`config.mk`:
```
export PLATFORM = sky130hd
export DESIGN_NAME = abx_execute
export DESIGN_NICKNAME = d
export VERILOG_FILES = /design/src/rtl/abx_alu.v /design/src/rtl/abx_execute.v
export VERILOG_INCLUDE_DIRS = /design/src /design/src/rtl
export SDC_FILE = /design/constraint.sdc
export NUM_CORES = 1
export LEC_CHECK = 0
export BUFFER_PORTS_ARGS = -buffer_cell sky130_fd_sc_hd__buf_4
export CAP_MARGIN = 20
export CELL_PAD_IN_SITES_DETAIL_PLACEMENT = 1
export CELL_PAD_IN_SITES_GLOBAL_PLACEMENT = 2
export CORE_MARGIN = 2
export CORE_UTILIZATION = 45
export CTS_CLUSTER_DIAMETER = 60
export CTS_CLUSTER_SIZE = 16
export DETAILED_ROUTE_END_ITERATION = 10
export GPL_ROUTABILITY_DRIVEN = 0
export GPL_TIMING_DRIVEN = 0
export PLACE_DENSITY = 0.9
export SYNTH_ARGS = -nofsm -noshare
export SYNTH_HDL_FRONTEND = slang
export SYNTH_SLANG_ARGS = --single-unit
export TNS_END_PERCENT = 5
```
`constraint.sdc`:
```
create_clock -name clk_i -period 9.4 [get_ports clk_i]
set_input_delay 1.88 -clock clk_i [delete_from_list [all_inputs] [get_ports clk_i]]
set_output_delay 1.88 -clock clk_i [all_outputs]
set_load 0.02 [all_outputs]
```
`src/rtl/abx_defines.vh`:
```
// Constants for the execute datapath: register map, control fields,
// status flag positions, operation codes and cycle counts.
// Assumes inclusion by bare name from the design files.
`ifndef ABX_DEFINES_VH
`define ABX_DEFINES_VH

// Register byte offsets
`define ABX_ADDR_CTRL       8'h00
`define ABX_ADDR_OPERAND_A  8'h04
`define ABX_ADDR_OPERAND_B  8'h08
`define ABX_ADDR_FLAGS      8'h0C
`define ABX_ADDR_PC         8'h10
`define ABX_ADDR_ZPTR       8'h14
`define ABX_ADDR_OFFSET     8'h18
`define ABX_ADDR_STATE      8'h1C
`define ABX_ADDR_IO_BITS    8'h20

// Control register fields
`define ABX_CTRL_OP_MSB     5
`define ABX_CTRL_OP_LSB     0
`define ABX_CTRL_SEL_MSB    8
`define ABX_CTRL_SEL_LSB    6
`define ABX_CTRL_TWO_WORD   9
`define ABX_CTRL_LONG_PC    10

// State register fields
`define ABX_STATE_BUSY      0
`define ABX_STATE_CYC_LSB   8
`define ABX_STATE_DEPTH_LSB 12

// Status flag bit positions
`define ABX_FLAG_C          0
`define ABX_FLAG_Z          1
`define ABX_FLAG_N          2
`define ABX_FLAG_V          3
`define ABX_FLAG_S          4
`define ABX_FLAG_H          5
`define ABX_FLAG_T          6
`define ABX_FLAG_I          7

// Operation codes
`define ABX_OP_SUM              6'h00
`define ABX_OP_SUM_CARRY        6'h01
`define ABX_OP_DIFFERENCE       6'h02
`define ABX_OP_DIFFERENCE_IMMEDIATE 6'h03
`define ABX_OP_DIFFERENCE_WITH_BORROW 6'h04
`define ABX_OP_DIFFERENCE_IMMEDIATE_BORROW 6'h05
`define ABX_OP_CONJUNCTION      6'h06
`define ABX_OP_CONJUNCTION_IMM  6'h07
`define ABX_OP_DISJUNCTION      6'h08
`define ABX_OP_DISJUNCTION_IMM  6'h09
`define ABX_OP_EXCLUSIVE_DISJUNCTION 6'h0A
`define ABX_OP_SELF_CONJUNCTION_CHECK 6'h0B
`define ABX_OP_MASK_CLEAR_BITS  6'h0C
`define ABX_OP_MASK_SET_BITS    6'h0D
`define ABX_OP_ROTATE_LEFT_CARRY 6'h0E
`define ABX_OP_ROTATE_RIGHT_CARRY 6'h0F
`define ABX_OP_COMPARE_SKIP_EQUAL 6'h10
`define ABX_OP_SKIP_GPR_BIT_LOW 6'h11
`define ABX_OP_SKIP_GPR_BIT_HIGH 6'h12
`define ABX_OP_SKIP_IO_BIT_LOW  6'h13
`define ABX_OP_SKIP_IO_BIT_HIGH 6'h14
`define ABX_OP_BRANCH_FLAG_HIGH 6'h15
`define ABX_OP_BRANCH_FLAG_LOW  6'h16
`define ABX_OP_BRANCH_SIGNED_GE 6'h17
`define ABX_OP_BRANCH_SIGNED_LT 6'h18
`define ABX_OP_RELATIVE_JUMP    6'h19
`define ABX_OP_RELATIVE_CALL    6'h1A
`define ABX_OP_POINTER_JUMP     6'h1B
`define ABX_OP_POINTER_CALL     6'h1C
`define ABX_OP_SUBROUTINE_RETURN 6'h1D
`define ABX_OP_INTERRUPT_RETURN 6'h1E

// Cycle counts
`define ABX_CYC_ONE         3'd1
`define ABX_CYC_TWO         3'd2
`define ABX_CYC_THREE       3'd3
`define ABX_CYC_FOUR        3'd4

// Widths and sizes
`define ABX_PC_W            22
`define ABX_HSIZE_WORD      3'b010
`define ABX_STACK_DEPTH     8
`define ABX_CONST_ONE_PC    22'h000001
`define ABX_SKIP_SHORT      22'h000002
`define ABX_SKIP_LONG       22'h000003

`endif

```
`src/rtl/abx_alu.v`:
```
// Arithmetic and logic unit: result and flag update for one operation.
// Assumes operands and flags are stable; purely combinational.
`timescale 1ns/100ps
`default_nettype none
`include "abx_defines.vh"

module abx_alu (
  input  wire [5:0] op_i,
  input  wire [7:0] a_i,
  input  wire [7:0] b_i,
  input  wire [7:0] flags_i,
  output reg  [7:0] res_o,
  output reg  [7:0] flags_o,
  output reg        wr_o
);

  wire       cin_add;
  wire       cin_sub;
  wire [8:0] sum9;
  wire [8:0] dif9;

  assign cin_add = (op_i == `ABX_OP_SUM_CARRY) & flags_i[`ABX_FLAG_C];
  assign cin_sub = ((op_i == `ABX_OP_DIFFERENCE_WITH_BORROW) |
                    (op_i == `ABX_OP_DIFFERENCE_IMMEDIATE_BORROW)) & flags_i[`ABX_FLAG_C];
  assign sum9 = {1'b0, a_i} + {1'b0, b_i} + {8'h00, cin_add};
  assign dif9 = {1'b0, a_i} - {1'b0, b_i} - {8'h00, cin_sub};

  always @* begin
    res_o   = a_i;
    flags_o = flags_i;
    wr_o    = 1'b0;
    case (op_i)
      `ABX_OP_SUM, `ABX_OP_SUM_CARRY: begin
        res_o = sum9[7:0];
        wr_o  = 1'b1;
        flags_o[`ABX_FLAG_C] = sum9[8];
        flags_o[`ABX_FLAG_H] = (a_i[3] & b_i[3]) | (b_i[3] & ~res_o[3]) | (~res_o[3] & a_i[3]);
        flags_o[`ABX_FLAG_V] = (a_i[7] & b_i[7] & ~res_o[7]) | (~a_i[7] & ~b_i[7] & res_o[7]);
        flags_o[`ABX_FLAG_Z] = (res_o == 8'h00);
        flags_o[`ABX_FLAG_N] = res_o[7];
        flags_o[`ABX_FLAG_S] = res_o[7] ^ flags_o[`ABX_FLAG_V];
      end
      `ABX_OP_DIFFERENCE, `ABX_OP_DIFFERENCE_IMMEDIATE,
      `ABX_OP_DIFFERENCE_WITH_BORROW, `ABX_OP_DIFFERENCE_IMMEDIATE_BORROW: begin
        res_o = dif9[7:0]; // [RQ1]
        wr_o  = 1'b1;
        flags_o[`ABX_FLAG_C] = dif9[8];
        flags_o[`ABX_FLAG_H] = (~a_i[3] & b_i[3]) | (b_i[3] & res_o[3]) | (res_o[3] & ~a_i[3]);
        flags_o[`ABX_FLAG_V] = (a_i[7] & ~b_i[7] & ~res_o[7]) | (~a_i[7] & b_i[7] & res_o[7]);
        // Borrow forms with carry set keep zero only across a chain of zero bytes
        flags_o[`ABX_FLAG_Z] = (res_o == 8'h00) & (~cin_sub | flags_i[`ABX_FLAG_Z]) |
                               (res_o == 8'h00) & ~(op_i[2] & ~op_i[1]); // [RQ1]
        flags_o[`ABX_FLAG_N] = res_o[7];
        flags_o[`ABX_FLAG_S] = res_o[7] ^ flags_o[`ABX_FLAG_V];
      end
      `ABX_OP_CONJUNCTION, `ABX_OP_CONJUNCTION_IMM, `ABX_OP_DISJUNCTION,
      `ABX_OP_DISJUNCTION_IMM, `ABX_OP_EXCLUSIVE_DISJUNCTION,
      `ABX_OP_SELF_CONJUNCTION_CHECK, `ABX_OP_MASK_CLEAR_BITS, `ABX_OP_MASK_SET_BITS: begin
        case (op_i)
          `ABX_OP_CONJUNCTION, `ABX_OP_CONJUNCTION_IMM: res_o = a_i & b_i; // [RQ2]
          `ABX_OP_DISJUNCTION, `ABX_OP_DISJUNCTION_IMM: res_o = a_i | b_i; // [RQ3]
          `ABX_OP_EXCLUSIVE_DISJUNCTION:                res_o = a_i ^ b_i; // [RQ3]
          `ABX_OP_SELF_CONJUNCTION_CHECK:               res_o = a_i & a_i; // [RQ4]
          `ABX_OP_MASK_CLEAR_BITS:                      res_o = a_i & ~b_i; // [RQ5]
          default:                                      res_o = a_i | b_i; // [RQ5]
        endcase
        wr_o = 1'b1;
        flags_o[`ABX_FLAG_V] = 1'b0; // [RQ2] [RQ3] [RQ4] [RQ5]
        flags_o[`ABX_FLAG_Z] = (res_o == 8'h00);
        flags_o[`ABX_FLAG_N] = res_o[7];
        flags_o[`ABX_FLAG_S] = res_o[7];
      end
      `ABX_OP_ROTATE_LEFT_CARRY: begin
        res_o = {a_i[6:0], flags_i[`ABX_FLAG_C]}; // [RQ15]
        wr_o  = 1'b1;
        flags_o[`ABX_FLAG_C] = a_i[7];
        flags_o[`ABX_FLAG_H] = a_i[3];
        flags_o[`ABX_FLAG_Z] = (res_o == 8'h00);
        flags_o[`ABX_FLAG_N] = res_o[7];
        flags_o[`ABX_FLAG_V] = res_o[7] ^ a_i[7];
      end
      `ABX_OP_ROTATE_RIGHT_CARRY: begin
        res_o = {flags_i[`ABX_FLAG_C], a_i[7:1]}; // [RQ16]
        wr_o  = 1'b1;
        flags_o[`ABX_FLAG_C] = a_i[0];
        flags_o[`ABX_FLAG_Z] = (res_o == 8'h00);
        flags_o[`ABX_FLAG_N] = res_o[7];
        flags_o[`ABX_FLAG_V] = res_o[7] ^ a_i[0];
      end
      default: begin
        res_o   = a_i;
        flags_o = flags_i;
        wr_o    = 1'b0;
      end
    endcase
  end

endmodule
`default_nettype wire

```
`src/rtl/abx_execute.v`:
```
// Execute datapath of a small 8-bit core, reached as an AHB-Lite slave.
// Assumes one clock, a single bus master and word-wide transfers.
// Function
// RQ1 - Subtractions write difference, set six flags
// RQ2 - Conjunction stores result, updates Z N V S
// RQ3 - Disjunctions store result, update Z N V S
// RQ4 - Test conjoins register with itself, sets flags
// RQ5 - Mask clear and set update Z N V S
// RQ6 - Compare skips next instruction when equal
// RQ7 - Register bit test skips on polarity
// RQ8 - Peripheral bit test skips on polarity
// RQ9 - Flag branch loads PC plus offset plus one
// RQ10 - Signed branches test N xor V
// RQ11 - Unsigned branches test carry, equality tests zero
// RQ12 - Branches also test I, T, H, V
// RQ13 - Pointer jump loads Z, upper bits zero
// RQ14 - Pointer call pushes return, loads Z
// RQ15 - Rotate left through carry, five flags
// RQ16 - Rotate right through carry, four flags
// RQ17 - Relative jump and call with offset
// RQ18 - Returns pop PC, interrupt return sets I
//
// Local design decisions: the register offsets and the AHB-Lite slave port.
`timescale 1ns/100ps
`default_nettype none
`include "abx_defines.vh"

module abx_execute (
  input  wire        clk_i,
  input  wire        resetn_i,
  input  wire        hsel_i,
  input  wire [31:0] haddr_i,
  input  wire [1:0]  htrans_i,
  input  wire        hwrite_i,
  input  wire [2:0]  hsize_i,
  input  wire [31:0] hwdata_i,
  input  wire        hready_i,
  output wire [31:0] hrdata_o,
  output wire        hreadyout_o,
  output wire        hresp_o,
  input  wire [7:0]  io_bits_i,
  output wire        busy_o
);

  localparam [1:0] ST_IDLE = 2'b01;
  localparam [1:0] ST_RUN  = 2'b10;

  reg  [1:0]  state_r;
  reg  [2:0]  cnt_r;
  reg  [2:0]  last_cyc_r;
  reg  [7:0]  opa_r;
  reg  [7:0]  opb_r;
  reg  [7:0]  flags_r;
  reg  [21:0] pc_r;
  reg  [15:0] zptr_r;
  reg  [11:0] offset_r;
  reg  [2:0]  sp_r;
  reg  [3:0]  depth_r;
  reg  [21:0] stack_mem [0:`ABX_STACK_DEPTH-1];
  reg  [7:0]  sync1_r;
  reg  [7:0]  sync2_r;
  reg  [7:0]  sync3_r;
  reg  [7:0]  io_stable_r;
  reg         wr_pend_r;
  reg         rd_pend_r;
  reg         ok_r;
  reg  [7:0]  addr_r;
  reg  [31:0] hrdata_r;

  wire        take;
  wire        start;
  wire [5:0]  op;
  wire [2:0]  sel;
  wire        two_word;
  wire        long_pc;
  wire [7:0]  alu_res;
  wire [7:0]  alu_flags;
  wire        alu_wr;
  wire [21:0] pc_inc;
  wire [21:0] k_short;
  wire [21:0] k_long;
  wire [21:0] skip_step;
  wire [21:0] stack_top;

  reg         taken;
  reg  [2:0]  cycles;
  reg  [21:0] pc_nxt;
  reg  [7:0]  flags_nxt;
  reg         push;
  reg         pop;
  reg  [31:0] rd_mux;

  // Bus request decode
  assign take        = hsel_i & htrans_i[1] & hready_i;
  assign hreadyout_o = ~rd_pend_r;
  assign hresp_o     = 1'b0;
  assign hrdata_o    = hrdata_r;
  assign busy_o      = state_r[1];

  // A control write while idle launches one operation
  assign start    = wr_pend_r & ok_r & (addr_r == `ABX_ADDR_CTRL) & state_r[0];
  assign op       = hwdata_i[`ABX_CTRL_OP_MSB:`ABX_CTRL_OP_LSB];
  assign sel      = hwdata_i[`ABX_CTRL_SEL_MSB:`ABX_CTRL_SEL_LSB];
  assign two_word = hwdata_i[`ABX_CTRL_TWO_WORD];
  assign long_pc  = hwdata_i[`ABX_CTRL_LONG_PC];

  assign pc_inc    = pc_r + `ABX_CONST_ONE_PC;
  assign k_short   = {{15{offset_r[6]}}, offset_r[6:0]};
  assign k_long    = {{10{offset_r[11]}}, offset_r};
  assign skip_step = two_word ? `ABX_SKIP_LONG : `ABX_SKIP_SHORT;
  assign stack_top = stack_mem[sp_r - 3'd1];

  abx_alu u_alu (
    .op_i    (op),
    .a_i     (opa_r),
    .b_i     (opb_r),
    .flags_i (flags_r),
    .res_o   (alu_res),
    .flags_o (alu_flags),
    .wr_o    (alu_wr)
  );

  // Program flow, cycle count and stack action for the launched operation
  always @* begin
    taken     = 1'b0;
    cycles    = `ABX_CYC_ONE;
    pc_nxt    = pc_inc;
    flags_nxt = alu_flags;
    push      = 1'b0;
    pop       = 1'b0;
    case (op)
      `ABX_OP_COMPARE_SKIP_EQUAL: taken = (opa_r == opb_r); // [RQ6]
      `ABX_OP_SKIP_GPR_BIT_LOW:   taken = ~opa_r[sel]; // [RQ7]
      `ABX_OP_SKIP_GPR_BIT_HIGH:  taken = opa_r[sel]; // [RQ7]
      `ABX_OP_SKIP_IO_BIT_LOW:    taken = ~io_stable_r[sel]; // [RQ8]
      `ABX_OP_SKIP_IO_BIT_HIGH:   taken = io_stable_r[sel]; // [RQ8]
      `ABX_OP_BRANCH_FLAG_HIGH:   taken = flags_r[sel]; // [RQ9] [RQ11] [RQ12]
      `ABX_OP_BRANCH_FLAG_LOW:    taken = ~flags_r[sel]; // [RQ9] [RQ11] [RQ12]
      `ABX_OP_BRANCH_SIGNED_GE:
        taken = ~(flags_r[`ABX_FLAG_N] ^ flags_r[`ABX_FLAG_V]); // [RQ10]
      `ABX_OP_BRANCH_SIGNED_LT:
        taken = flags_r[`ABX_FLAG_N] ^ flags_r[`ABX_FLAG_V]; // [RQ10]
      default: taken = 1'b0;
    endcase
    case (op)
      `ABX_OP_COMPARE_SKIP_EQUAL, `ABX_OP_SKIP_GPR_BIT_LOW, `ABX_OP_SKIP_GPR_BIT_HIGH,
      `ABX_OP_SKIP_IO_BIT_LOW, `ABX_OP_SKIP_IO_BIT_HIGH: begin
        flags_nxt = flags_r; // [RQ6] [RQ7] [RQ8]
        if (taken) begin
          pc_nxt = pc_r + skip_step; // [RQ6] [RQ7] [RQ8]
          cycles = two_word ? `ABX_CYC_THREE : `ABX_CYC_TWO;
        end
      end
      `ABX_OP_BRANCH_FLAG_HIGH, `ABX_OP_BRANCH_FLAG_LOW,
      `ABX_OP_BRANCH_SIGNED_GE, `ABX_OP_BRANCH_SIGNED_LT: begin
        flags_nxt = flags_r;
        if (taken) begin
          pc_nxt = pc_inc + k_short; // [RQ9] [RQ10]
          cycles = `ABX_CYC_TWO; // [RQ9]
        end
      end
      `ABX_OP_RELATIVE_JUMP: begin
        flags_nxt = flags_r;
        pc_nxt    = pc_inc + k_long; // [RQ17]
        cycles    = `ABX_CYC_TWO; // [RQ17]
      end
      `ABX_OP_RELATIVE_CALL: begin
        flags_nxt = flags_r;
        pc_nxt    = pc_inc + k_long; // [RQ17]
        push      = 1'b1; // [RQ17]
        cycles    = long_pc ? `ABX_CYC_FOUR : `ABX_CYC_THREE; // [RQ17]
      end
      `ABX_OP_POINTER_JUMP: begin
        flags_nxt = flags_r; // [RQ13]
        pc_nxt    = {6'h00, zptr_r}; // [RQ13]
        cycles    = `ABX_CYC_TWO; // [RQ13]
      end
      `ABX_OP_POINTER_CALL: begin
        flags_nxt = flags_r; // [RQ14]
        pc_nxt    = {6'h00, zptr_r}; // [RQ14]
        push      = 1'b1; // [RQ14]
        cycles    = long_pc ? `ABX_CYC_FOUR : `ABX_CYC_THREE; // [RQ14]
      end
      `ABX_OP_SUBROUTINE_RETURN, `ABX_OP_INTERRUPT_RETURN: begin
        flags_nxt = flags_r;
        if (op == `ABX_OP_INTERRUPT_RETURN) begin
          flags_nxt[`ABX_FLAG_I] = 1'b1; // [RQ18]
        end
        pc_nxt = stack_top; // [RQ18]
        pop    = 1'b1;
        cycles = long_pc ? (`ABX_CYC_FOUR + `ABX_CYC_ONE) : `ABX_CYC_FOUR; // [RQ18]
      end
      default: begin
        cycles = `ABX_CYC_ONE; // [RQ1] [RQ2] [RQ3] [RQ4] [RQ5] [RQ15] [RQ16]
      end
    endcase
  end

  // Register read multiplexer
  always @* begin
    rd_mux = 32'h00000000;
    if (ok_r) begin
      case (addr_r)
        `ABX_ADDR_OPERAND_A: rd_mux = {24'h000000, opa_r};
        `ABX_ADDR_OPERAND_B: rd_mux = {24'h000000, opb_r};
        `ABX_ADDR_FLAGS:     rd_mux = {24'h000000, flags_r};
        `ABX_ADDR_PC:        rd_mux = {10'h000, pc_r};
        `ABX_ADDR_ZPTR:      rd_mux = {16'h0000, zptr_r};
        `ABX_ADDR_OFFSET:    rd_mux = {20'h00000, offset_r};
        `ABX_ADDR_STATE:     rd_mux = {16'h0000, depth_r, 1'b0, last_cyc_r, 7'h00, state_r[1]};
        `ABX_ADDR_IO_BITS:   rd_mux = {24'h000000, io_stable_r};
        default:             rd_mux = 32'h00000000;
      endcase
    end
  end

  // Bus phases: writes finish with no wait, reads insert one wait cycle
  always @(posedge clk_i or negedge resetn_i) begin
    if (!resetn_i) begin
      wr_pend_r <= 1'b0;
      rd_pend_r <= 1'b0;
      ok_r      <= 1'b0;
      addr_r    <= 8'h00;
      hrdata_r  <= 32'h00000000;
    end else begin
      wr_pend_r <= take & hwrite_i;
      rd_pend_r <= take & ~hwrite_i;
      if (take) begin
        addr_r <= haddr_i[7:0];
        ok_r   <= (hsize_i == `ABX_HSIZE_WORD) & (haddr_i[1:0] == 2'b00) &
                  (haddr_i[31:8] == 24'h000000);
      end
      if (rd_pend_r) begin
        hrdata_r <= rd_mux;
      end
    end
  end

  // Pin synchroniser: change accepted once second and third stages agree
  always @(posedge clk_i or negedge resetn_i) begin
    if (!resetn_i) begin
      sync1_r     <= 8'h00;
      sync2_r     <= 8'h00;
      sync3_r     <= 8'h00;
      io_stable_r <= 8'h00;
    end else begin
      sync1_r <= io_bits_i;
      sync2_r <= sync1_r;
      sync3_r <= sync2_r;
      if (sync2_r == sync3_r) begin
        io_stable_r <= sync3_r;
      end
    end
  end

  // Return address stack storage
  always @(posedge clk_i) begin
    if (start & push) begin
      stack_mem[sp_r] <= pc_inc; // [RQ14] [RQ17]
    end
  end

  // Architectural state, sequencing and software writes
  always @(posedge clk_i or negedge resetn_i) begin
    if (!resetn_i) begin
      state_r    <= ST_IDLE;
      cnt_r      <= 3'd0;
      last_cyc_r <= 3'd0;
      opa_r      <= 8'h00;
      opb_r      <= 8'h00;
      flags_r    <= 8'h00;
      pc_r       <= 22'h000000;
      zptr_r     <= 16'h0000;
      offset_r   <= 12'h000;
      sp_r       <= 3'd0;
      depth_r    <= 4'h0;
    end else begin
      case (state_r)
        ST_IDLE: begin
          if (start) begin
            pc_r       <= pc_nxt;
            flags_r    <= flags_nxt;
            last_cyc_r <= cycles;
            if (alu_wr && (op != `ABX_OP_SELF_CONJUNCTION_CHECK)) begin
              opa_r <= alu_res; // [RQ1] [RQ2] [RQ3] [RQ5] [RQ15] [RQ16]
            end
            if (push) begin
              sp_r <= sp_r + 3'd1;
              if (depth_r != 4'h8) begin
                depth_r <= depth_r + 4'h1;
              end
            end
            if (pop) begin
              sp_r <= sp_r - 3'd1;
              if (depth_r != 4'h0) begin
                depth_r <= depth_r - 4'h1;
              end
            end
            if (cycles != `ABX_CYC_ONE) begin
              cnt_r   <= cycles - 3'd1;
              state_r <= ST_RUN;
            end
          end
        end
        ST_RUN: begin
          cnt_r <= cnt_r - 3'd1;
          if (cnt_r == 3'd1) begin
            state_r <= ST_IDLE;
          end
        end
        default: state_r <= ST_IDLE;
      endcase
      if (wr_pend_r && ok_r) begin
        case (addr_r)
          `ABX_ADDR_OPERAND_A: opa_r    <= hwdata_i[7:0];
          `ABX_ADDR_OPERAND_B: opb_r    <= hwdata_i[7:0];
          `ABX_ADDR_FLAGS:     flags_r  <= hwdata_i[7:0];
          `ABX_ADDR_PC:        pc_r     <= hwdata_i[21:0];
          `ABX_ADDR_ZPTR:      zptr_r   <= hwdata_i[15:0];
          `ABX_ADDR_OFFSET:    offset_r <= hwdata_i[11:0];
          default: begin
          end
        endcase
      end
    end
  end

endmodule
`default_nettype wire

```
Word-level counts from Yosys, hierarchy flattened
Memories as Yosys holds them, arrays and structs flattened.
Cells that the tools add are included.
W data, S select, Z words.

word-level totals
  flip-flop bits (word level) = 164
  memory bits (writable) = 176
  bits of input ports = 82
  output and inout bits = 35
  word-level logic and storage cells = 243
  memories = 1

operators by class
  $add $sub $neg = 14
  $lt $le $gt $ge = 1
  equal/unequal tests = 50
  muxes and demuxes = 59
  bitwise gates (word level) = 64
  reductions and logical operators = 34

memories
  memory     depth  bits a word  rd ports  clocked after memory_dff  wr ports  line              RTL
  stack_mem  8      22           1         0                         1         abx_execute.v:59  reg [21:0] stack_mem [0:`ABX_STACK_DEPTH-1];

operator list
  operator                 number
  $pmux W22 S8             1
  $mux W22                 7
  $pmux W22 S5             1
  $eq A6 B5 Y1 const B     15
  $mux W8                  10
  $eq A6 B4 Y1 const B     8
  $logic_not A8 Y1         6
  $add A22 B22 Y22         2
  $pmux W8 S5              1
  $eq A8 B5 Y1 const B     4
  $pmux W8 S4              1
  $pmux W3 S5              2
  $and A1 B1 Y1            29
  $and A8 B8 Y8            3
  $eq A6 B3 Y1 const B     4
  $logic_not A24 Y1        1
  $add A22 B1 Y22 const B  1
  $add A22 B2 Y22          1
  $eq A8 B4 Y1 const B     2
  $eq A8 B8 Y1             2
  $mux W4                  4
  $pmux W8 S2              1
  $reduce_or A16 Y1        1
  $mux W3                  5
  47 further kinds         110

Logic depth before layout (Yosys ltp)
Gate-level depths: netlist (run 1).

  depth in word-level cells = 14
  mapped depth = 17
  gate-level depth less buffers = 15

Hierarchy
A second synthesis (run 1) with hierarchy kept.

unflattened totals
  cells, all modules = 1765
  area total of the unflattened synthesis = 19565.0 um^2

modules (own cells, without submodules)
  module       instances  cells an instance  area an instance (um^2)  seq. area each (um^2)
  abx_execute  1          1489               17535.6                  9140.0
  abx_alu      1          276                2029.4                   0.0

Worst setup path before layout (run 1)
Ideal clock, no wire load.

  path kind = in2reg
  start point = in hwdata_i[2]
  end point = reg flags_r[3]
  arrival = 5.145 ns
  required time = 9.269 ns
  setup slack = 4.123 ns
  cell stages on the path = 16
  cell sequence = clkbuf_1 -> buf_1 -> clkbuf_1 -> nand3_1 -> fa_1 -> inv_1 -> ha_1 -> o21ai_0 -> nand2_1 -> a21o_1 -> a21o_1 -> and4b_1 -> nor3_1 -> mux2_2 -> nand2_1 -> a31oi_1

on the way
  word-level cells in the longest chain between the ends = 13
  elaborated cells between the ends (all ways) = 55
  classes of those cells = add/sub (2); eq/ne (30); mux (6); bitwise (11); reduce/logical (6)

ends and longest elaborated chain
  what                    line               RTL
  start: declaration      abx_execute.v:36   input wire [31:0] hwdata_i,
  $eq A6 B3 Y1            abx_alu.v:32       case (op_i)
  $or A1 B1 Y1            abx_alu.v:23       assign cin_sub = ((op_i == `ABX_OP_DIFFERENCE_WITH_BORROW) |
  $and A1 B1 Y1           abx_alu.v:23
  $sub A9 B1 Y9           abx_alu.v:26       assign dif9 = {1'b0, a_i} - {1'b0, b_i} - {8'h00, cin_sub};
  $not A1 Y1              abx_alu.v:49       flags_o[`ABX_FLAG_V] = (a_i[7] & ~b_i[7] & ~res_o[7]) | (~a_i[7] & b_i[7] & res_o[7]);
  $and A1 B1 Y1           abx_alu.v:49
  $or A1 B1 Y1            abx_alu.v:49
  $pmux W3 S5             abx_alu.v:32
  $pmux W8 S2 *           abx_execute.v:145  case (op)
  $mux W8 *               abx_execute.v:280  if (start) begin
  $mux W8 *               abx_execute.v:278  case (state_r)
  $mux W8                 abx_execute.v:314  case (addr_r)
  $mux W8 *               abx_execute.v:313  if (wr_pend_r && ok_r) begin
  end signal: assignment  abx_execute.v:282  flags_r <= flags_nxt;
  end signal: assignment  abx_execute.v:317  `ABX_ADDR_FLAGS: flags_r <= hwdata_i[7:0];
  end: declaration        abx_execute.v:53   reg [7:0] flags_r;

Every way passes the cells marked *; elsewhere a longest branch is shown, timed or not.
A chain may end at the register's enable or synchronous reset.

Worst setup path after layout (run 1)
  start point = in hwdata_i[1]
  end point = reg flags_r[4]

on the way
  word-level cells in the longest chain between the ends = 14
  elaborated cells between the ends (all ways) = 58
  classes of those cells = add/sub (2); eq/ne (28); mux (8); bitwise (13); reduce/logical (7)

ends and longest elaborated chain
  what           line               RTL
  $eq A6 B3 Y1   abx_alu.v:32
  $or A1 B1 Y1   abx_alu.v:23
  $and A1 B1 Y1  abx_alu.v:23
  $sub A9 B1 Y9  abx_alu.v:26
  $not A1 Y1     abx_alu.v:49
  $and A1 B1 Y1  abx_alu.v:49
  $or A1 B1 Y1   abx_alu.v:49
  $xor A1 B1 Y1  abx_alu.v:54       flags_o[`ABX_FLAG_S] = res_o[7] ^ flags_o[`ABX_FLAG_V];
  $pmux W1 S3    abx_alu.v:32
  $pmux W8 S2 *  abx_execute.v:145
  $mux W8 *      abx_execute.v:280
  $mux W8 *      abx_execute.v:278
  $mux W8        abx_execute.v:314
  $mux W8 *      abx_execute.v:313

Every way passes the cells marked *; elsewhere a longest branch is shown, timed or not. The select of a mux whose other input is x is not followed.

==> reports/metrics.csv, run 1 <==
metric;value;unit
status;completed;
grt_pass1_vias;16700;
maxCapViolations;0;
synth_edf_count;176;
vdd_drop_max;0.206;mV
worstPathCellList;buf_4 -> clkbuf_1 -> clkbuf_1 -> inv_1 -> clkbuf_1 -> nand3_1 -> fa_1 -> inv_1 -> ha_1 -> o21ai_0 -> nand2_1 -> a21o_1 -> a21o_1 -> and4b_1 -> nor3_1 -> mux2i_1 -> a221oi_1 -> o21ai_0;
cp.buffers_inverters;6;
power_density;144;nW/um2
r2r_setup_slack;3.96;ns
dieArea;44900;um2
vias;16100;
crit_slowest_cell;clkbuf_1;
drt-initial-drc-count;1383;
overflow;0;
critical-path-max-stage-delay;0.64;ns
fmaxAchievable;0.160;GHz
p_total;3.19;mW
finalHoldViolCount;0;
hp-class;reg -> reg;
hold_buffers;0;
whs;0.351;ns
grt_max_degree;101;
ios;117;
yosysTopAreaCell;edfxtp_1;
synthTopCellsByCount;edfxtp_1, nand2_1, dfrtp_1, a21oi_1, nor2_1;
placed_area;21100;um2
die_h;212;um
cts_made_buffers;30;
drive_gt1_share;16.2;%
cp_common_cell;clkbuf_1;
leakage;8.55;nW
syn_inst;1791;
ant_nets;0;
post-cts-setup-buffers;0;
diodes;0;
die_width;212;um
criticalPathCategory;in -> reg;
finalWorstSetupSlack;3.16;ns
path_max_fanout;10;
worstHoldStart;sync1_r[5];
core;42900;um2
clockRootBuffer;clkbuf_16;
synth_area_per_cell;10.9;um2
clockBufferDepth;3;
fin_setup_tns;0;ns
report.final.setup_viol;0;
finalCritPeriodShare;66.4;%
slew_viol_final;0;
reg2reg_depth;14;
fin_crit;6.24;ns
drt_wl_total;68.7;mm
antenna_found_initial;2;
yosys_warnings;0;
insertion_delay;0.61;ns
min_to;sync2_r[5];
fin_skew;0.0403;ns
ys_types;80;
numPortBuffers;91;
cts.clk_slew.worst_paths;0.07;ns
final_core_util;51.7;%
cp.required;9.84;ns
slew_headroom;21.4;%
grt_first_pass_wirelength;104;mm
reg2reg_to;pc_r[21];
hold_depth;0;
yosys_register_bits;330;
worstSetupStartpointType;primary input;
initial_core_util;45.3;%
synth.top_cells.by_area;edfxtp_1, dfrtp_1, mux4_2;
cts_tree;built;
syn2layout_area_growth;13.9;%
synth_area;19400;um2
drc_errors;0;
htreeDepth;1;
cp-end-kind;flip-flop;
dp.cells;2487;
reg2reg_from;pc_r[0];
ys_seq_area_share;47.0;%
dpl_worst_slack;2.64;ns
rsz0062_at_grt;false;
viasPerCell;6.30;
synth_most_common_cell;edfxtp_1;
fin_area;22200;um2
clock-sinks;330;
num_rows;76;
finalNetCount;2112;
synth_top_area_share;27.2;%
post_cts_resized;0;
fin_cells;2553;
grtUsageTotal;31.0;%
synthFlopType;edfxtp_1;
cp_data_arrival_time;6.68;ns
async_flop_share;46.7;%
dp_hpwl;51.4;mm
tightestPinTransition;1.17;ns
wl_per_cell;26.9;um
path_delay_family;buffers and inverters;
drtPass1Iterations;7;
## logic make-up (layout without fill, tap and decap cells)
logic type	after synthesis	count (layout)	share of synthesized area, %
simple gates	501	501	12.4
xor+xnor	92	92	4.14
compound gates	466	466	16.1
flops	330	330	47.0
other cells	1	11	0.0193
mux	146	146	10.9
fa+ha+maj	85	85	5.70
buf+inv	170	337	3.73
## how the worst max path moves through the flow
stage,to,slack [ns],start,cells after the start
final,flags_r[4],3.16,hwdata_i[1],18
after global routing,flags_r[4],2.87,hwdata_i[1],18
after CTS,flags_r[4],3.26,hwdata_i[1],18
after detailed placement,flags_r[4],2.64,hwdata_i[1],18
after global placement,stack_mem[0][17],1.88,hwdata_i[4],8
after floorplan,flags_r[3],4.12,hwdata_i[2],16
## registers in the layout, summed over array words and instances (netlist names), 12 cells and up
register	count
hrdata_o	22
offset_r	12
pc_r	22
stack_mem	176
zptr_r	16
## area by class of cell
cell class | instances | area, um2
Sequential cell | 330 | 9140
Tap cell | 585 | 732
Timing Repair Buffer | 112 | 931
Buffer | 118 | 531
Clock inverter | 15 | 171
Multi-Input combinational cell | 1301 | 9670
Inverter | 52 | 195
Clock buffer | 40 | 788
Fill cell | 4637 | 20700
## power by group
part           internal [mW]  leakage, nW  switching, mW
clock                  0.637        0.465          0.590
combinational          0.149         4.63          0.229
sequential              1.55         3.45         0.0373
total                   2.33         8.55          0.856
## placed cells by master (no fill, tap or decap), types with 7 or more instances in the layout
cell / count
buf_2: 11
o2bb2ai_1: 22
dfrtp_1: 153
nor4_1: 18
a22oi_1: 40
nor3_1: 36
buf_4: 114
o21ai_0: 85
buf_1: 7
a222oi_1: 8
nand3_1: 46
mux2_2: 62
o211ai_1: 19
a21oi_1: 110
o21a_1: 10
xor2_1: 35
and3_1: 19
xnor2_1: 57
or3_1: 13
edfxtp_1: 176
clkbuf_16: 30
nand2_1: 173
inv_1: 52
nand4_1: 18
a31oi_1: 13
a221oi_1: 22
conb_1: 11
nor2_1: 102
ha_1: 79
mux2i_1: 37
nor2b_1: 7
and2_1: 10
a21o_1: 31
a211oi_1: 22
o22ai_1: 18
nand2b_1: 15
mux4_2: 47
clkbuf_1: 94
## worst register-to-register path: stages (launching register included)
cell and delay (ns):
dfrtp_1 0.57, ha_1 0.35, and3_1 0.19, clkbuf_1 0.40
xor2_1 0.81, ha_1 0.44, a21oi_1 0.24, o211ai_1 0.25
a41oi_1 0.63, a211oi_1 0.24, a211oi_1 0.40, o21ai_0 0.20
nand2_1 0.15, mux2_2 0.35, a2bb2oi_1 0.12
## metal layers
metal | track usage (%) | wire, um
met1 | 43.1 | 29600
met2 | 50.5 | 32200
met3 | 4.67 | 5000
met4 | 8.47 | 1790
met5 | 0 | 26
(Power assumes the default switching activity.)
==> run 2, diff against run 1 <==
--- a/config.mk
+++ b/config.mk
@@ -11,13 +11,13 @@
 export CELL_PAD_IN_SITES_DETAIL_PLACEMENT = 1
 export CELL_PAD_IN_SITES_GLOBAL_PLACEMENT = 2
 export CORE_MARGIN = 2
-export CORE_UTILIZATION = 45
+export CORE_UTILIZATION = 37
 export CTS_CLUSTER_DIAMETER = 60
 export CTS_CLUSTER_SIZE = 16
 export DETAILED_ROUTE_END_ITERATION = 10
 export GPL_ROUTABILITY_DRIVEN = 0
 export GPL_TIMING_DRIVEN = 0
-export PLACE_DENSITY = 0.9
+export PLACE_DENSITY = 0.79
 export SYNTH_ARGS = -nofsm -noshare
 export SYNTH_HDL_FRONTEND = slang
 export SYNTH_SLANG_ARGS = --single-unit
==> constraint.sdc (replaced) <==
create_clock -name clk_i -period 5.52 [get_ports clk_i]
set_input_delay 1.104 -clock clk_i [delete_from_list [all_inputs] [get_ports clk_i]]
set_output_delay 1.104 -clock clk_i [all_outputs]
set_load 0.02 [all_outputs]
==> run 2 against run 1 <==
Combinational power increased by 71%. Global-route usage fell by 5.2 points. Largest power group unchanged. Power increased by 83%.
==> reports/metrics.csv, run 2 (synthesis gave the netlist of run 1 again) <==
metric;value;unit;change
status;completed;;
reg2reg_to;pc_r[21];;
hp-class;reg -> reg;;
reg2reg_depth;14;;unchanged
overflow;0;;unchanged
tightestPinTransition;1.15;ns;-0.0197 ns
wl_per_cell;26.3;um;-2.3%
cp-end-kind;flip-flop;;
largest_reg_flops;176;;unchanged
cp.required;5.97;ns;-3.87 ns
cts_tree;built;;
fmaxAchievable;0.193;GHz;
finalHoldViolCount;0;;unchanged
clock-sinks;330;;unchanged
r2r_setup_slack;0.35;ns;-3.61 ns
drc_errors;0;;unchanged
cp_data_arrival_time;5.62;ns;-1.06 ns
cts.clk_slew.worst_paths;0.07;ns;about the same
finalCritPeriodShare;93.6;%;
grt_first_pass_wirelength;104;mm;-0.32%
worstPathCellList;buf_4 -> clkbuf_1 -> buf_1 -> clkbuf_1 -> nand3_1 -> fa_1 -> inv_1 -> ha_1 -> o21ai_0 -> nand2_1 -> a21o_1 -> a21o_1 -> and4b_1 -> nor3_2 -> mux2i_1 -> a221oi_1 -> o21ai_0;;
layout_common_cells;edfxtp_1, nand2_1, dfrtp_1;;
top_register;stack_mem;;
slew_headroom;22.4;%;+0.99 points
numPortBuffers;91;;unchanged
die_width;233;um;+10%
cp.buffers_inverters;5;;-1
clockBufferDepth;3;;unchanged
leakage;8.65;nW;+1.2%
min_to;sync2_r[7];;
cts_made_buffers;36;;+20%
slew_viol_final;0;;unchanged
hold_depth;0;;unchanged
final_common_cell;edfxtp_1;;
critical-path-max-stage-delay;0.56;ns;-0.08 ns
drtPass1Iterations;7;;unchanged
worstSetupStartpointType;primary input;;
fin_cells;2656;;+4.0%
report.final.setup_viol;0;;unchanged
criticalPathCategory;in -> reg;;
diodes;0;;unchanged
num_rows;84;;+11%
path_max_fanout;10;;unchanged
ant_nets;0;;unchanged
nFillCells;5707;;+23%
die_h;233;um;+10%
initial_core_util;37.2;%;-8.1 points
fin_crit;5.17;ns;
drt-initial-drc-count;1350;;-2.4%
drt_wl_total;69.8;mm;+1.7%
antenna_found_initial;3;;+1
power_density;260;nW/um2;+80%
insertion_delay;0.58;ns;-0.03 ns
clockRootBuffer;clkbuf_16;;
drive_gt1_share;17.0;%;+0.81 points
rsz0062_at_grt;false;;
whs;0.359;ns;+0.00836 ns
grt_pass1_vias;16200;;-3.2%
maxCapViolations;0;;unchanged
hold_buffers;0;;unchanged
finalNetCount;2115;;+0.14%
fin_skew;0.0224;ns;-0.0179 ns
ios;117;;unchanged
dp_hpwl;51.9;mm;+0.92%
viasPerCell;6.02;;-4.4%
grtUsageTotal;25.8;%;-5.2 points
worstHoldStart;sync1_r[7];;
vias;16000;;-0.57%
final_core_util;43.1;%;-8.6 points
htreeDepth;2;;+1
reg2reg_from;pc_r[0];;
vdd_drop_max;0.234;mV;+14%
core;52200;um2;+22%
crit_slowest_cell;clkbuf_1;;
dp.cells;2591;;+4.2%
grt_max_degree;80;;-21%
p_total;5.85;mW;+83%
syn2layout_area_growth;15.7;%;
path_delay_family;buffers and inverters;;
dieArea;54400;um2;+21%
-- run 2: how the worst max path moves through the flow --
| stage | endpoint | start | cells past startpoint |
|---|---|---|---|
| after floorplan | flags_r[3] | hwdata_i[2] | 16 |
| after global placement | stack_mem[1][12] | hwdata_i[4] | 8 |
| after detailed placement | flags_r[4] | hwdata_i[1] | 18 |
| after CTS | flags_r[4] | hwdata_i[1] | 18 |
| after global routing | pc_r[0] | sp_r[0] | 15 |
| final | flags_r[4] | hwdata_i[2] | 17 |
-- run 2: what timing repair did --
item                                    4_1_cts  5_1_grt
resized for setup                             0        6
setup buffers                                 0        0
endpoints found under the setup margin        0        9
-- run 2: layer usage --
metal / part of all wire (%) / track usage, % / vias up
li1: - / - / 7063
met1: 44 / 35.6 / 8249
met2: 46 / 41.4 / 567
met3: 7.2 / 5.22 / 105
met4: 2.2 / 6.53 / 2
met5: 0.019 / 0 / -
-- run 2: cell type report --
class | instances | area [um2] | share of cell area (%)
timing repair buffer | 109 | 871 | 3.87
sequential | 330 | 9140 | 40.6
clock inverter | 22 | 308 | 1.37
multi-input combinational | 1301 | 9700 | 43.1
tap | 688 | 861 | 3.82
inverter | 52 | 195 | 0.867
buffer | 118 | 533 | 2.37
clock buffer | 36 | 901 | 4.00
-- run 2: power by group --
part | internal [mW] | switching [mW]
clock network | 1.35 | 1.15
registers | 2.63 | 0.0639
logic | 0.255 | 0.393
total | 4.24 | 1.60
-- run 2: stage by stage --
| step | TNS [ns] | setup slack (ns) | cell area (um2) |
|---|---|---|---|
| 2_1_floorplan | 0 | 1.02 | 19500 |
| 5_1_grt | 0 | 0.0243 | 22500 |
| 3_5_place_dp | -2.01 | -0.581 | 21200 |
| 4_1_cts | 0 | 0.0119 | 22400 |
| 6_report | 0 | 0.351 | 22500 |
| 3_3_place_gp | -85.13 | -1.39 | 21000 |
==> run 3, diff against run 2 <==
==> constraint.sdc (replaced) <==
create_clock -name clk_i -period 4.2 [get_ports clk_i]
set_input_delay 0.84 -clock clk_i [delete_from_list [all_inputs] [get_ports clk_i]]
set_output_delay 0.84 -clock clk_i [all_outputs]
set_load 0.02 [all_outputs]
==> run 3 against run 2 <==
Sequential power rose by 31%. Clock power rose by 22%. Via count fell by 0.59%. Combinational power rose by 36%. Core utilization rose by 0.63 points. Hold slack got worse by 0.16 ns. Sequential share of layout area fell by 0.54 points. Clock skew rose by 0.0098 ns. Power rose by 28%. Wire length rose by 0.57%. Count of clock-buffer cells in the layout rose by 4. Non-clock buffer count fell by 7.
==> reports/metrics.csv, run 3 (synthesis gave the netlist of run 1 again) <==
metric;value;unit;change
dp.cells;2589;;-0.077%
cts_tree;built;;
ant_nets;0;;unchanged
largest_reg_flops;176;;unchanged
dp_hpwl;52.1;mm;+0.49%
maxCapViolations;0;;unchanged
dpl_worst_slack;-1.30;ns;-0.719 ns
clockBufferDepth;3;;unchanged
cts.clk_slew.worst_paths;0.07;ns;about the same
fin_skew;0.0322;ns;+0.00977 ns
grtUsageTotal;25.9;%;+0.075 points
rsz0062_at_grt;true;;
finalNetCount;2106;;-0.43%
status;completed;;
ios;117;;unchanged
dieArea;54400;um2;unchanged
die_width;233;um;unchanged
fin_cells;2648;;-0.30%
criticalPathCategory;reg -> reg;;
critical-path-max-stage-delay;0.87;ns;+0.31 ns
crit_slowest_cell;clkbuf_1;;
top_register;stack_mem;;
cts_made_buffers;34;;-5.6%
grt_max_degree;108;;+35%
cp.required;4.68;ns;-1.29 ns
vias;15900;;-0.59%
final_common_cell;edfxtp_1;;
initial_core_util;37.2;%;unchanged
slew_headroom;21.5;%;-0.95 points
core;52200;um2;unchanged
path_max_fanout;10;;unchanged
die_h;233;um;unchanged
drtPass1Iterations;7;;unchanged
finalHoldViolCount;0;;unchanged
tightestPinTransition;1.17;ns;+0.0142 ns
drt-initial-drc-count;1226;;-9.2%
wl_per_cell;26.5;um;+0.88%
htreeDepth;2;;unchanged
fin_setup_tns;0;ns;unchanged
diodes;0;;unchanged
viasPerCell;6.00;;-0.29%
power_density;328;nW/um2;+26%
fin_area;22800;um2;+1.5%
grt_first_pass_wirelength;104;mm;+0.60%
placed_area;21200;um2;about the same
leakage;8.75;nW;+1.2%
fmaxAchievable;0.244;GHz;
grt_pass1_vias;16400;;+1.4%
cp-startpoint;addr_r[1];;
crit_cells;9;;-8
vdd_drop_max;0.324;mV;+39%
drc_errors;0;;unchanged
clock-sinks;330;;unchanged
finalCritPeriodShare;97.7;%;
worstSetupEndpoint;depth_r[0];;
finalWorstSetupSlack;0.0966;ns;-0.255 ns
hp-class;in -> async;;
clockRootBuffer;clkbuf_16;;
r2r_setup_slack;0.1;ns;-0.25 ns
cp-end-kind;flip-flop;;
cp.buffers_inverters;2;;-3
antenna_found_initial;2;;-1
overflow;0;;unchanged
reg2reg_from;addr_r[1];;
path_delay_family;simple AND/OR/NAND/NOR gates;;
reg2reg_depth;9;;-5
report.final.setup_viol;0;;unchanged
drt_wl_total;70.2;mm;+0.57%
reg2reg_to;depth_r[0];;
worstSetupStartpointType;flip-flop;;
drive_gt1_share;20.1;%;+3.1 points
cp_data_arrival_time;4.58;ns;-1.04 ns
insertion_delay;0.57;ns;about the same
nFillCells;5651;;-0.98%
cp_common_cell;nor2_1;;
layout_common_cells;edfxtp_1, nand2_1, dfrtp_1;;
syn2layout_area_growth;17.4;%;
numPortBuffers;91;;unchanged
fin_crit;4.10;ns;
slew_viol_final;0;;unchanged
worstPathCellList;or4_1 -> clkbuf_1 -> nor2_1 -> nand3_1 -> nor2_1 -> clkbuf_1 -> o21ai_0 -> nor2_1 -> xnor2_1;;
num_rows;84;;unchanged
[run 3: worst min-delay path by stage]
stage	startpoint	cells past startpoint	end	slack, ns
4_1_cts	resetn_i	1	pc_r[16]	0.19
2_1_floorplan	sync1_r[0]	0	sync2_r[0]	0.33
3_5_place_dp	sync1_r[5]	0	sync2_r[5]	0.34
3_3_place_gp	sync1_r[4]	0	sync2_r[4]	0.34
5_1_grt	resetn_i	1	pc_r[16]	0.22
6_report	resetn_i	1	state_r[1]	0.20
[run 3: metal layers]
layer / routed length [um] / global-route usage [%] / vias to the layer above / share of wire [%]
li1: - / - / 7060 / -
met1: 30800 / 35.8 / 8151 / 44
met2: 32700 / 41.4 / 561 / 47
met3: 5080 / 4.92 / 117 / 7.2
met4: 1640 / 6.89 / 2 / 2.3
met5: 52 / 1.19 / - / 0.074
[run 3: per-stage QoR]
| step | power (mW) | utilization (%) | hold slack (ns) |
|---|---|---|---|
| 4_1_cts | 7.51 | 43.4 | 0.194 |
| 3_3_place_gp | 4.41 | 40.3 | 0.336 |
| 2_1_floorplan | 4.11 | - | 0.331 |
| 5_1_grt | 7.71 | 43.7 | 0.218 |
| 3_5_place_dp | 4.44 | 40.6 | 0.337 |
| 6_report | 7.48 | 43.7 | 0.198 |
[run 3: what timing repair did]
item,in CTS,in global routing
resized for setup,62,36
setup endpoints to repair,37,22
hold buffers,0,0
cloned,0,0
pin swaps,3,4
buffers inserted,4,8
[run 3: report_power, final]
group | leakage (nW) | switching (mW) | internal, mW | total (mW)
clock | 0.533 | 1.41 | 1.64 | 3.05
combinational | 4.77 | 0.528 | 0.355 | 0.883
sequential | 3.44 | 0.0876 | 3.46 | 3.55
total | 8.75 | 2.03 | 5.45 | 7.48
[run 3: final cells by class]
type                            instances  area, um2  area share, %
Tap cell                              688        861           3.77
Clock buffer                           40        893           3.91
Multi-Input combinational cell       1301      10100           44.2
Clock inverter                         17        200          0.877
Buffer                                106        526           2.30
Sequential cell                       330       9150           40.1
Timing Repair Buffer                  114        911           3.99
Inverter                               52        199          0.871
